===== src/dss_regs.vh =====
/*
  constants for the dual-slope conversion sequencer: switch control codes,
  state codes and phase timing defaults.
  assumes inclusion by bare name from src/ design files.
*/
`ifndef DSS_REGS_VH
`define DSS_REGS_VH

// ***************************************************************
// switch control codes {ctl_a, ctl_b}
// ***************************************************************
`define DSS_SW_NULL 2'h0
`define DSS_SW_INPUT 2'h3
`define DSS_SW_REF 2'h1

// ***************************************************************
// sequencer states
// ***************************************************************
`define DSS_ST_IDLE 2'h0
`define DSS_ST_NULL 2'h1
`define DSS_ST_INPUT 2'h2
`define DSS_ST_REF 2'h3

// ***************************************************************
// timing defaults, in clock cycles at 250 MHz
// ***************************************************************
`define DSS_CLK_MHZ 250
// offset null phase: 20 ms
`define DSS_NULL_US 20000
// input integration: 16.6 ms minimum integration time
`define DSS_INPUT_US 16600
`define DSS_NULL_CYC (`DSS_NULL_US * `DSS_CLK_MHZ)
`define DSS_INPUT_CYC (`DSS_INPUT_US * `DSS_CLK_MHZ)
// de-integration limit: twice the input phase
`define DSS_REF_MAX_CYC (2 * `DSS_INPUT_CYC)
`define DSS_CNT_W 32
`define DSS_RES_W 24

`endif


===== src/dss_sync2.v =====
/*
  two flip-flop synchroniser for one level input.
  assumes a single clock domain and asynchronous active-low reset.
*/
`timescale 1ns/1ps
`default_nettype none
module dss_sync2 (
  input wire mclk_i,
  input wire rst_n_i,
  input wire d_i,
  output reg q_o
);
  reg meta_r;

  always @(posedge mclk_i or negedge rst_n_i) begin
    if (!rst_n_i) begin
      meta_r <= 1'b0;
      q_o <= 1'b0;
    end else begin
      meta_r <= d_i;
      q_o <= meta_r;
    end
  end
endmodule
`default_nettype wire


===== src/dss_sequencer.v =====
/*
  dual-slope conversion sequencer: drives the two switch-control lines of
  an analog front end, watches its comparator and times the phases.
  assumes one 250 MHz clock; comparator arrives asynchronously.
*/
`timescale 1ns/1ps
`default_nettype none
`include "dss_regs.vh"
module dss_sequencer #(
  parameter [`DSS_CNT_W-1:0] NULL_CYC = `DSS_NULL_CYC,
  parameter [`DSS_CNT_W-1:0] INPUT_CYC = `DSS_INPUT_CYC,
  parameter [`DSS_CNT_W-1:0] REF_MAX_CYC = `DSS_REF_MAX_CYC,
  parameter RES_W = `DSS_RES_W
) (
  input wire mclk_i,
  input wire rst_n_i,
  input wire start_i,
  input wire continuous_i,
  input wire comp_i,
  output reg ctl_a_o,
  output reg ctl_b_o,
  output reg busy_o,
  output reg done_o,
  output reg overrange_o,
  output reg [RES_W-1:0] result_o,
  output reg [`DSS_CNT_W-1:0] input_count_o
);
  // ***************************************************************
  // input synchronisation
  // ***************************************************************
  wire comp_s;

  dss_sync2 u_comp_sync (
    .mclk_i(mclk_i),
    .rst_n_i(rst_n_i),
    .d_i(comp_i),
    .q_o(comp_s)
  );

  // ***************************************************************
  // phase sequencer
  // ***************************************************************
  // binary state codes
  localparam [1:0] ST_IDLE = `DSS_ST_IDLE;
  localparam [1:0] ST_NULL = `DSS_ST_NULL;
  localparam [1:0] ST_INPUT = `DSS_ST_INPUT;
  localparam [1:0] ST_REF = `DSS_ST_REF;

  reg [1:0] state_r;
  reg [1:0] state_nxt;
  // each phase up to about 17 s fits this count
  reg [`DSS_CNT_W-1:0] cnt_r;
  reg [`DSS_CNT_W-1:0] cnt_nxt;
  reg pending_r;
  reg pending_nxt;
  reg [`DSS_CNT_W-1:0] limit_cyc;
  wire at_limit;
  wire trip;
  wire want_next;
  wire end_ref;

  // comparator only looked at in de-integration; its null oscillation is noise
  assign trip = (state_r == ST_REF) && comp_s;

  // ***************************************************************
  // phase limits
  // ***************************************************************
  // count starts at zero, so limit is one below the phase length;
  // a zero length would wrap, so keep all three nonzero
  always @* begin
    case (state_r)
      ST_NULL: limit_cyc = NULL_CYC - 1'b1;
      ST_INPUT: limit_cyc = INPUT_CYC - 1'b1;
      ST_REF: limit_cyc = REF_MAX_CYC - 1'b1;
      default: limit_cyc = {`DSS_CNT_W{1'b0}};
    endcase
  end

  assign at_limit = (cnt_r >= limit_cyc);
  // another conversion wanted: free-running or a start seen
  assign want_next = continuous_i || pending_r || start_i;
  // de-integration over, by trip or by timeout
  assign end_ref = (state_r == ST_REF) && (trip || at_limit);

  // ***************************************************************
  // next state
  // ***************************************************************
  always @* begin
    state_nxt = state_r;
    cnt_nxt = cnt_r + 1'b1;
    pending_nxt = pending_r | start_i;
    case (state_r)
      ST_IDLE: begin
        cnt_nxt = {`DSS_CNT_W{1'b0}};
        if (want_next) begin
          state_nxt = ST_NULL;
          pending_nxt = 1'b0;
        end
      end
      ST_NULL: begin
        // offset_null_phase
        if (at_limit) begin
          state_nxt = ST_INPUT;
          cnt_nxt = {`DSS_CNT_W{1'b0}};
        end
      end
      ST_INPUT: begin
        // input_integrate_phase
        if (at_limit) begin
          state_nxt = ST_REF;
          cnt_nxt = {`DSS_CNT_W{1'b0}};
        end
      end
      ST_REF: begin
        // reference_deintegrate_phase
        if (end_ref) begin
          state_nxt = want_next ? ST_NULL : ST_IDLE;
          pending_nxt = 1'b0;
          cnt_nxt = {`DSS_CNT_W{1'b0}};
        end
      end
      default: begin
        state_nxt = ST_IDLE;
        cnt_nxt = {`DSS_CNT_W{1'b0}};
      end
    endcase
  end

  // ***************************************************************
  // state registers
  // ***************************************************************
  always @(posedge mclk_i or negedge rst_n_i) begin
    if (!rst_n_i) begin
      state_r <= ST_IDLE;
    end else begin
      state_r <= state_nxt;
    end
  end

  always @(posedge mclk_i or negedge rst_n_i) begin
    if (!rst_n_i) begin
      cnt_r <= {`DSS_CNT_W{1'b0}};
    end else begin
      cnt_r <= cnt_nxt;
    end
  end

  // a start seen while busy waits here for the next null phase
  always @(posedge mclk_i or negedge rst_n_i) begin
    if (!rst_n_i) begin
      pending_r <= 1'b0;
    end else begin
      pending_r <= pending_nxt;
    end
  end

  // ***************************************************************
  // switch controls
  // ***************************************************************
  // decoded from the next state, so controls move with the phase
  always @(posedge mclk_i or negedge rst_n_i) begin
    if (!rst_n_i) begin
      ctl_a_o <= 1'b0;
      ctl_b_o <= 1'b0;
    end else begin
      case (state_nxt)
        ST_INPUT: {ctl_a_o, ctl_b_o} <= `DSS_SW_INPUT;
        ST_REF: {ctl_a_o, ctl_b_o} <= `DSS_SW_REF;
        default: {ctl_a_o, ctl_b_o} <= `DSS_SW_NULL;
      endcase
    end
  end

  // ***************************************************************
  // status
  // ***************************************************************
  always @(posedge mclk_i or negedge rst_n_i) begin
    if (!rst_n_i) begin
      busy_o <= 1'b0;
      done_o <= 1'b0;
    end else begin
      busy_o <= (state_nxt != ST_IDLE);
      // one cycle pulse; result and overrange stand until the next
      done_o <= end_ref;
    end
  end

  // ***************************************************************
  // results
  // ***************************************************************
  // fixed input phase, so the de-integration count alone is the numerator;
  // result wraps if the limit needs more than RES_W bits
  always @(posedge mclk_i or negedge rst_n_i) begin
    if (!rst_n_i) begin
      overrange_o <= 1'b0;
      result_o <= {RES_W{1'b0}};
      input_count_o <= {`DSS_CNT_W{1'b0}};
    end else begin
      input_count_o <= INPUT_CYC;
      if (end_ref) begin
        // inclusive of the trip cycle
        result_o <= cnt_r[RES_W-1:0] + 1'b1;
        overrange_o <= ~trip;
      end
    end
  end
endmodule
`default_nettype wire


===== config.mk =====
export PLATFORM = sky130hd
export DESIGN_NAME = dss_sequencer
export DESIGN_NICKNAME = d
export VERILOG_FILES = /design/src/dss_sync2.v /design/src/dss_sequencer.v
export VERILOG_INCLUDE_DIRS = /design/src /design/src/src
export SDC_FILE = /design/constraint.sdc
export NUM_CORES = 1
export LEC_CHECK = 0
export BUFFER_PORTS_ARGS = -buffer_cell sky130_fd_sc_hd__buf_4
export CORE_ASPECT_RATIO = 1.75
export CORE_MARGIN = 2
export CORE_UTILIZATION = 50
export CTS_BUF_LIST = sky130_fd_sc_hd__clkbuf_4 sky130_fd_sc_hd__clkbuf_8 sky130_fd_sc_hd__clkbuf_16
export DETAILED_ROUTE_END_ITERATION = 10
export PLACE_DENSITY_LB_ADDON = 0.12
export SLEW_MARGIN = 0
export SYNTH_ARGS = -nofsm -noshare
export SYNTH_HDL_FRONTEND = slang
export SYNTH_HIERARCHICAL = 1
export SYNTH_SLANG_ARGS = --single-unit

===== constraint.sdc =====
create_clock -name mclk_i -period 3.07 [get_ports mclk_i]
set_input_delay 0.614 -clock mclk_i [delete_from_list [all_inputs] [get_ports mclk_i]]
set_output_delay 0.614 -clock mclk_i [all_outputs]
set_load 0.01 [all_outputs]

==> flow_metrics.tcl, run 1 <==
set metrics [dict create \
    grt-ovfl-total 0 \
    regMostFlops "cnt_r" \
    rsz0062_at_grt "yes" \
    fin_worst_skew_ns 0.00451 \
    path_class "reg2reg" \
    cp_cell_sequence "buf_4, ha_4, inv_1, ha_1, nand4_1, or4b_4, a221oi_4, o31ai_2, buf_4, a21oi_4, buf_12, mux2_2" \
    vias 2564 \
    holdWs_ns 0.356 \
    cp_num_buf_inv 4 \
    drive_gt1_share_pct 27.1 \
    yosys_warnings 6 \
    leakagePower_nw 2.08 \
    clk_pin_slew_ns 0.06 \
    synth_cells 341 \
    grt_max_degree 68 \
    min_path_cells 0 \
    synth_mux_area_share_pct 0.649 \
    grt_usage_pct 22.3 \
    die_area_um2 7650 \
    ys_types 42 \
    ys_seq_area_share_pct 48.3 \
    io_pins 66 \
    grt_pass1_vias 2611 \
    synth_xor_area_share_pct 5.56 \
    min_from "u_comp_sync/meta_r$_DFF_PN0_" \
    fmax_mhz 318 \
    wl_mm 7.43 \
    coreArea_um2 6810 \
    hold_class "reg2reg" \
    ys_top_cells_by_area "dfrtp_1 48%, ha_1 10%, buf_4 7.1%" \
    setup_viol 39 \
    max_stage_delay_ns 0.59 \
    drv_cap 0 \
    ant_nets 0 \
    final_util_pct 64.7 \
    insertion_delay_ns 0.33 \
    place.gp.congestion 0.858 \
    antenna_found_initial 0 \
    ctsHoldBuffers 0 \
    syn_avg_cell_area_um2 10.2 \
    cts_max_path_buffers 2 \
    syn-cell-area_um2 3470 \
    avgViaCountPerCell 5.12 \
    final_hold_viol_count 0 \
    cts_root_buf "clkbuf_16" \
    cts_sinks 67 \
    dr.pass1.iters 4 \
    nFillCells 577 \
    antenna_cells 0 \
    required_ns 3.28 \
    placed_area_um2 3900 \
    numPortBuffers 46 \
    post-route-drc-count 0 \
    crit_fanout 4 \
    synth-simple-area-share_pct 14.5 \
    vdd_ir_drop_max_mv 0.531 \
    grt_pass1_wl_mm 12.5 \
    whs_endpoint "u_comp_sync/q_o$_DFF_PN0_" \
    violations "negative setup slack" \
    timing.critical_path.mode_cell "buf_4" \
    outcome "finished with violations" \
    wl_per_cell_um 14.8 \
    synth_compound_area_share_pct 10.1 \
    setup_ws_ns -0.0760 \
    final_area_um2 4410 \
    fp.dieW_um 67.0 \
    numCtsBuffers 9 \
    synth_fa_ha_area_share_pct 10.5 \
    crit_slowest_cell "or4b_4" \
    start_util_pct 51.0 \
    top_regs "cnt_r (32), result_o (24), state_r (2)" \
    dr.first_iter.drc_count 180 \
    largest_reg_flops 32 \
    power_w 0.00406 \
    reg2regPathDepth 12 \
    dieHeight_um 114 \
    fin_nets 446 \
    critical_path.top_delay_family "simple AND/OR/NAND/NOR gates" \
    reg2reg_slack_ns -0.08 \
    drv_slew 0 \
    synth_top_area_share_pct 48.3 \
    layout-area-overhead-vs-synth_pct 27.1 \
    period_minus_slack_ns 3.15 \
    r2r_start "state_r[0]$_DFF_PN0_" \
    h-tree-depth 3 \
    r2r-end "result_o[1]$_DFFE_PN0P_" \
    ys_ff_latch 67 \
    powerDensity_nw_per_um2 921 \
    tightest_slew_ns 0.804 \
    yosysTopAreaCell "dfrtp_1" \
    dp_hpwl_mm 5.16 \
    startpoint_type "flop" \
    fin_crit_sh_pct 102 \
    tritoncts "yes" \
    crit_path_end_kind "flop" \
    synth_top_family_by_area "simple AND/OR/NAND/NOR gates" \
    worstPathArrival_ns 3.35 \
    rows 40 \
    slew_headroom_pct 46.4 \
    tns_ns -1.14 \
]
-- worst max path at each step --
stage / cells after the start / slack, ns / to / startpoint
5_1_grt: 14 / -0.22 / result_o[9]$_DFFE_PN0P_ / state_r[0]$_DFF_PN0_
4_1_cts: 12 / -0.02 / cnt_r[21]$_DFF_PN0_ / state_r[0]$_DFF_PN0_
3_3_place_gp: 13 / -0.05 / result_o[14]$_DFFE_PN0P_ / state_r[1]$_DFF_PN0_
2_1_floorplan: 13 / 0.06 / ctl_a_o$_DFF_PN0_ / state_r[0]$_DFF_PN0_
3_5_place_dp: 13 / -0.09 / result_o[13]$_DFFE_PN0P_ / state_r[1]$_DFF_PN0_
6_report: 12 / -0.08 / result_o[1]$_DFFE_PN0P_ / state_r[0]$_DFF_PN0_
-- cells in the mapped netlist (all sizes together) --
master    n
xnor2     8
or4b      1
ha       29
nor4      3
mux2      2
xor2     14
nand3    12
nor3      4
a31oi     1
o31a      1
or3       1
conb      2
a211oi    3
a21o      1
nor2     59
nand2    11
nand4     6
o21a      2
nand4b    1
o21bai    1
buf      38
o22a      1
nand2b    2
o21ai     6
a211o     1
dfrtp    67
a2111oi   1
or3b      1
o31ai     2
o2111ai   1
and3      7
a221oi    1
and4      1
inv      18
or2       1
a21oi    30
a311oi    1
-- area by class of cell --
class                      count  area, µm²  share of cell area, %
sequential                    67       1680                   38.1
clock buffer                  12        254                   5.76
timing repair buffer          72        586                   13.3
clock inverter                 4       73.8                   1.68
inverter                      18       70.1                   1.59
multi-input combinational    244       1640                   37.2
tap                           84        105                   2.39
-- logic make-up (layout without fill, tap and decap cells) --
| group | Yosys count | count (layout) |
|---|---|---|
| XOR/XNOR | 22 | 22 |
| AND/OR/NAND/NOR | 110 | 110 |
| AO/OA/AOI/OAI | 53 | 53 |
| adder cells (fa/ha/maj) | 29 | 29 |
| other | 2 | 28 |
| multiplexers | 2 | 2 |
| flip-flops | 67 | 67 |
| buffers and inverters | 56 | 106 |
-- what timing repair did --
action                                 CTS  global route
setup buffers                            6             1
pin swaps                                4             0
cloned                                   1             0
setup endpoints to repair               52            55
gates resized for setup                 13             5
endpoints found under the hold margin    0             0
-- through the flow --
| stage | std cells | setup WS (ns) |
|---|---|---|
| after floorplan | 367 | 0.0593 |
| after global placement | 477 | -0.0497 |
| after detailed placement | 477 | -0.0904 |
| final | 501 | -0.0760 |
| after CTS | 500 | -0.0195 |
| after global routing | 501 | -0.218 |
-- cell usage in the layout, fill, tap and decap left out, drive strengths merged, types with 4 or more instances in the layout --
| cell type | synthesis | layout |
|---|---|---|
| nand3 | 12 | 12 |
| ha | 29 | 29 |
| nor3 | 4 | 4 |
| nand4 | 6 | 6 |
| xor2 | 14 | 14 |
| dfrtp | 67 | 67 |
| o21ai | 6 | 6 |
| a21oi | 30 | 30 |
| nand2 | 11 | 11 |
| clkbuf | 0 | 12 |
| xnor2 | 8 | 8 |
| inv | 18 | 18 |
| conb | 2 | 28 |
| buf | 38 | 72 |
| nor2 | 59 | 59 |
| and3 | 7 | 7 |
-- layer usage --
layer	GRT usage [%]	wire length, µm	up-vias
li1	-	-	1240
met1	25.3	2750	1255
met2	39.2	4250	54
met3	4.13	256	15
met4	11.0	181	0
met5	0	0	-
-- where the power goes --
part / switching (W) / internal [W]
clock: 0.000362 / 0.000751
combinational: 0.000882 / 0.000846
sequential: 0.000117 / 0.00110
total: 0.00136 / 0.00270
Power figures use the tool's default switching activity.
==> run 2, diff against run 1 <==
--- a/config.mk
+++ b/config.mk
@@ -6,10 +6,11 @@
 export SDC_FILE = /design/constraint.sdc
 export NUM_CORES = 1
 export LEC_CHECK = 0
+export ABC_AREA = 1
 export BUFFER_PORTS_ARGS = -buffer_cell sky130_fd_sc_hd__buf_4
 export CORE_ASPECT_RATIO = 1.75
 export CORE_MARGIN = 2
-export CORE_UTILIZATION = 50
+export CORE_UTILIZATION = 51
 export CTS_BUF_LIST = sky130_fd_sc_hd__clkbuf_4 sky130_fd_sc_hd__clkbuf_8 sky130_fd_sc_hd__clkbuf_16
 export DETAILED_ROUTE_END_ITERATION = 10
 export PLACE_DENSITY_LB_ADDON = 0.12
==> run 2 against run 1 <==
First-iteration DRC count shrank 28%. Largest cell class is now multi-input gates. Synthesized area grew 8.3%. Via count grew 7.3%. Final area grew 0.74%. Fmax grew 13%. Hold slack lost 0.0067 ns. Global-route usage shrank 1.8 points. Utilization shrank 2.9 points. Die area grew 5.9%. Critical endpoint is now result_o[5]$_DFFE_PN0P_. The run now ends clean.
==> flow_metrics.tcl, run 2 <==
set metrics [dict create \
    outcome "complete, no violations" \
    rows 41 \
    die_area_um2 8100 \
    post-place-ws_ns 0.285 \
    antenna_found_initial 0 \
    nFillCells 659 \
    io_pins 66 \
    setup_ws_ns 0.281 \
    fmax_mhz 359 \
    start_util_pct 52.3 \
    grt_max_degree 68 \
    setup_viol 0 \
    ant_nets 0 \
    period_minus_slack_ns 2.79 \
    startpoint_type "flop" \
    cts_sinks 67 \
    largest_reg_flops 32 \
    slew_headroom_pct 44.3 \
    final_area_um2 4440 \
    fin_nets 512 \
    fp.dieW_um 68.9 \
    worstPathArrival_ns 3.04 \
    fin_worst_skew_ns 0.00294 \
    ctsHoldBuffers 0 \
    insertion_delay_ns 0.33 \
    syn_avg_cell_area_um2 8.86 \
    layout_common_cells "67 x dfrtp_1, 56 x nand2_1, 56 x nor2_1" \
    leakagePower_nw 2.15 \
    ys_types 28 \
    cts_resized 0 \
    seqCellArea_um2 1680 \
    drv_cap 0 \
    tritoncts "yes" \
    ys_ff_latch 67 \
    crit_path_end_kind "flop" \
    numPortBuffers 46 \
    cts_max_path_buffers 2 \
    multi_input_area_um2 1700 \
    required_ns 3.32 \
    dr.first_iter.drc_count 130 \
    fin_crit_sh_pct 90.8 \
    ys_async_sr_fraction_pct 100 \
    placed_area_um2 4090 \
    synth-main-ff-cell "dfrtp_1" \
    grt_pass1_wl_mm 12.2 \
    final_hold_viol_count 0 \
    powerDensity_nw_per_um2 814 \
    clk_pin_slew_ns 0.06 \
    grt_usage_pct 20.5 \
    path_class "reg2reg" \
    drive_gt1_share_pct 22.8 \
    post-route-drc-count 0 \
    wl_per_cell_um 13.3 \
    yosys_warnings 6 \
    ys_seq_area_share_pct 44.6 \
    synth_most_common_cell "dfrtp_1" \
    grt-ovfl-total 0 \
    dr.pass1.iters 4 \
    layout-area-overhead-vs-synth_pct 18.1 \
    cts_root_buf "clkbuf_16" \
    final_util_pct 61.8 \
    antenna_cells 0 \
    grt_pass1_vias 2610 \
    synthTopCellsByCount "67 x dfrtp_1, 56 x nand2_1, 56 x nor2_1, 50 x inv_1, 32 x buf_4" \
    syn-cell-area_um2 3760 \
    vdd_ir_drop_max_mv 0.547 \
    cts_setup_buffers 0 \
    tns_ns 0 \
    yosysTopAreaCell "dfrtp_1" \
    h-tree-depth 3 \
    ys_top_cells_by_area "dfrtp_1 45%, ha_1 9.7%, buf_4 6.4%" \
    top_regs "cnt_r (32), result_o (24), state_r (2)" \
    place.gp.congestion 0.871 \
    crit_fanout 26 \
    drv_slew 0 \
    synth_cells 424 \
    vias 2752 \
    synth_top_area_share_pct 44.6 \
    hold_class "reg2reg" \
    coreArea_um2 7180 \
    dieHeight_um 118 \
    tightest_slew_ns 0.836 \
    synth_enable_flop_cells 0 \
    numCtsBuffers 9 \
    dp_hpwl_mm 5.64 \
    rsz0062_at_grt "no" \
    layout_commonest_cell "dfrtp_1" \
    regMostFlops "cnt_r" \
    avgViaCountPerCell 4.84 \
    wl_mm 7.59 \
]
-- run 2: cell types whose count changed after synthesis, sizes merged, moves of 3 or more --
cell	previous run	this run
nand3	12	18
nor3	4	10
a211oi	3	0
a21oi	30	37
and3	7	0
nand4	6	3
nand2	11	59
nor2	59	78
inv	18	50
-- run 2: cell families (layout without fill, tap and decap cells) --
group,after synthesis,in the layout,synth area share (%)
simple gates,172,172,20.6
other cells,2,28,0.200
flops,67,67,44.6
buf+inv,88,121,12.9
fa+ha+maj,29,29,9.66
xor+xnor,18,18,4.20
compound gates,48,48,7.83
-- run 2: worst paths after layout --
kind	start	to	slack [ns]	depth (start not counted)
hold reg to reg	u_comp_sync/meta_r$_DFF_PN0_	u_comp_sync/q_o$_DFF_PN0_	0.35	0
max in group asynchronous	rst_n_i	ctl_b_o$_DFF_PN0_	2.14	1
min in group asynchronous	rst_n_i	result_o[11]$_DFFE_PN0P_	0.38	1
setup reg to reg	state_r[1]$_DFF_PN0_	result_o[5]$_DFFE_PN0P_	0.28	19
setup / recovery	state_r[1]$_DFF_PN0_	result_o[5]$_DFFE_PN0P_	0.28	19
hold / removal	u_comp_sync/meta_r$_DFF_PN0_	u_comp_sync/q_o$_DFF_PN0_	0.35	0
-- run 2: worst max-delay path: stages, from the launching register on --
cell and delay, ns:
dfrtp_1 0.38, inv_1 0.13, ha_1 0.21, inv_1 0.07, o21ai_0 0.08, buf_4 0.18, ha_1 0.29, nand2_1 0.07
inv_1 0.05, nand2_1 0.05, nor2_1 0.14, nand2_1 0.08, o21ai_1 0.16, nor2_2 0.06, nand2_2 0.11, nand2_1 0.07
nand2_2 0.19, buf_12 0.21, nor2_1 0.05, a21oi_1 0.12
-- run 2: through the flow --
step / hold WS, ns / total power [W] / cells
2_1_floorplan: 0.318 / 0.00197 / 450
3_3_place_gp: 0.333 / 0.00243 / 553
3_5_place_dp: 0.336 / 0.00247 / 553
4_1_cts: 0.351 / 0.00366 / 569
5_1_grt: 0.361 / 0.00384 / 569
6_report: 0.349 / 0.00362 / 569
-- run 2: power breakdown --
group / internal, W / total, W / switching (W)
Clock: 0.000803 / 0.00118 / 0.000378
Combinational: 0.000552 / 0.00123 / 0.000679
Sequential: 0.00109 / 0.00120 / 0.000109
Total: 0.00245 / 0.00362 / 0.00117
-- run 2: final cells by class --
cell class | count | area share [%]
clock buffers | 10 | 5.24
repair buffers | 55 | 9.58
well taps | 86 | 2.42
flip-flops and latches | 67 | 37.8
multi-input cells | 295 | 38.2
inverters | 50 | 4.23
clock inverters | 6 | 2.56
-- run 2: layer usage --
metal	vias up	share of wire, %	track usage [%]
li1	1388	-	-
met3	16	4.1	4.40
met2	61	54	35.6
met4	0	2.1	8.70
met5	-	0	0
met1	1287	39	23.1
==> run 3, diff against run 2 <==
--- a/config.mk
+++ b/config.mk
@@ -11,7 +11,6 @@
 export CORE_ASPECT_RATIO = 1.75
 export CORE_MARGIN = 2
 export CORE_UTILIZATION = 51
-export CTS_BUF_LIST = sky130_fd_sc_hd__clkbuf_4 sky130_fd_sc_hd__clkbuf_8 sky130_fd_sc_hd__clkbuf_16
 export DETAILED_ROUTE_END_ITERATION = 10
 export PLACE_DENSITY_LB_ADDON = 0.12
 export SLEW_MARGIN = 0
==> run 3 against run 2 <==
Power is 0.25% lower. Highest routed layer unchanged. First-iteration DRC count is 7.7% lower. Fmax hardly changed. Clock skew hardly changed. Global-route usage stayed put. Critical path type unchanged. Combinational power hardly changed. Register-to-register slack hardly changed. Final cell count stayed put.
==> flow_metrics.tcl, run 3 (synthesized netlist as in run 2, its figures left out) <==
set metrics [dict create \
    period_minus_slack_ns 2.79 \
    ctsHoldBuffers 0 \
    grt_pass1_wl_mm 12.2 \
    fin_nets 512 \
    vias 2751 \
    startpoint_type "flop" \
    dp_hpwl_mm 5.64 \
    min_from "u_comp_sync/meta_r$_DFF_PN0_" \
    fin_cells 569 \
    drive_gt1_share_pct 22.6 \
    layout_commonest_cell "dfrtp_1" \
    grt_pass1_vias 2609 \
    insertion_delay_ns 0.33 \
    layout_common_cells "67 x dfrtp_1, 56 x nand2_1, 56 x nor2_1" \
    tightest_slew_ns 0.836 \
    drv_cap 0 \
    drv_slew 0 \
    place.gp.congestion 0.871 \
    dr.first_iter.drc_count 120 \
    regMostFlops "cnt_r" \
    required_ns 3.32 \
    leakagePower_nw 2.15 \
    ant_nets 0 \
    grt_usage_pct 20.5 \
    tns_ns 0 \
    fin_crit_sh_pct 90.8 \
    avgViaCountPerCell 4.83 \
    clk_pin_slew_ns 0.06 \
    cts_root_buf "clkbuf_16" \
    fp.dieW_um 68.9 \
    largest_reg_flops 32 \
    rows 41 \
    coreArea_um2 7180 \
    die_area_um2 8100 \
    dieHeight_um 118 \
    outcome "complete, no violations" \
    path_class "reg2reg" \
    post-place-ws_ns 0.285 \
    final_hold_viol_count 0 \
    powerDensity_nw_per_um2 813 \
    wl_per_cell_um 13.3 \
    slew_headroom_pct 44.3 \
    grt_max_degree 68 \
    vdd_ir_drop_max_mv 0.545 \
    antenna_found_initial 0 \
    numCtsBuffers 9 \
    nFillCells 661 \
    h-tree-depth 3 \
    r2r_start "state_r[1]$_DFF_PN0_" \
    cts_setup_buffers 0 \
    dr.pass1.iters 4 \
    top_regs "cnt_r (32), result_o (24), state_r (2)" \
    reg2reg_slack_ns 0.28 \
    dp_cells 553 \
    numPortBuffers 46 \
    worstPathArrival_ns 3.04 \
    cts_sinks 67 \
    min_path_cells 0 \
    r2r-end "result_o[5]$_DFFE_PN0P_" \
    layout-area-overhead-vs-synth_pct 18.0 \
    fin_worst_skew_ns 0.00298 \
    cts_max_path_buffers 2 \
    rsz0062_at_grt "no" \
    cts_resized 0 \
    io_pins 66 \
    wl_mm 7.55 \
    setup_viol 0 \
    fmax_mhz 359 \
    setup_ws_ns 0.284 \
    start_util_pct 52.3 \
    power_w 0.00361 \
    antenna_cells 0 \
    reg2regPathDepth 19 \
    final_util_pct 61.8 \
    tritoncts "yes" \
    crit_path_end_kind "flop" \
    hold_class "reg2reg" \
    grt-ovfl-total 0 \
    crit_fanout 26 \
    post-route-drc-count 0 \
    whs_endpoint "u_comp_sync/q_o$_DFF_PN0_" \
]
==> run 3: cell type report <==
type                    count  area [µm²]  area share, %
multi-input cells         295        1700           38.2
flip-flops and latches     67        1680           37.8
repair buffers             55         425           9.59
clock buffers              10         229           5.16
inverters                  50         188           4.23
clock inverters             6         114           2.57
well taps                  86         108           2.43
==> run 3: worst max-delay path by stage <==
stage	start	endpoint	depth (start not counted)
after floorplan	state_r[0]$_DFF_PN0_	result_o[9]$_DFFE_PN0P_	15
after global placement	state_r[1]$_DFF_PN0_	result_o[15]$_DFFE_PN0P_	16
after detailed placement	state_r[0]$_DFF_PN0_	result_o[5]$_DFFE_PN0P_	18
after CTS	state_r[1]$_DFF_PN0_	result_o[5]$_DFFE_PN0P_	19
after global routing	state_r[1]$_DFF_PN0_	result_o[15]$_DFFE_PN0P_	19
final	state_r[1]$_DFF_PN0_	result_o[5]$_DFFE_PN0P_	19
==> run 3: power breakdown <==
group	switching [W]	internal, W
registers	0.000109	0.00109
logic	0.000678	0.000553
clock network	0.000378	0.000794
==> run 3: worst max-delay path: stages, from the launching register on <==
cell	delay [ns]
dfrtp_1	0.38
inv_1	0.13
ha_1	0.21
inv_1	0.07
o21ai_0	0.08
buf_4	0.18
ha_1	0.29
nand2_1	0.07
inv_1	0.05
nand2_1	0.05
nor2_1	0.14
nand2_1	0.08
o21ai_1	0.16
nor2_2	0.06
nand2_2	0.11
nand2_1	0.07
nand2_2	0.20
buf_12	0.21
nor2_1	0.05
a21oi_1	0.12
==> run 3: stage by stage <==
stage / cell area, µm² / hold WS [ns]
6_report: 4440 / 0.350
5_1_grt: 4440 / 0.359
4_1_cts: 4440 / 0.350
3_5_place_dp: 4090 / 0.336
3_3_place_gp: 4090 / 0.333
2_1_floorplan: 3850 / 0.318
==> run 3: routing by layer <==
metal	vias to the layer above	share of wire [%]	track usage, %	wire length [µm]
met3	16	4.3	4.40	326
met1	1279	39	23.0	2930
met4	0	2.2	8.70	165
met5	-	0	0	0
li1	1387	-	-	-
met2	69	55	35.7	4130
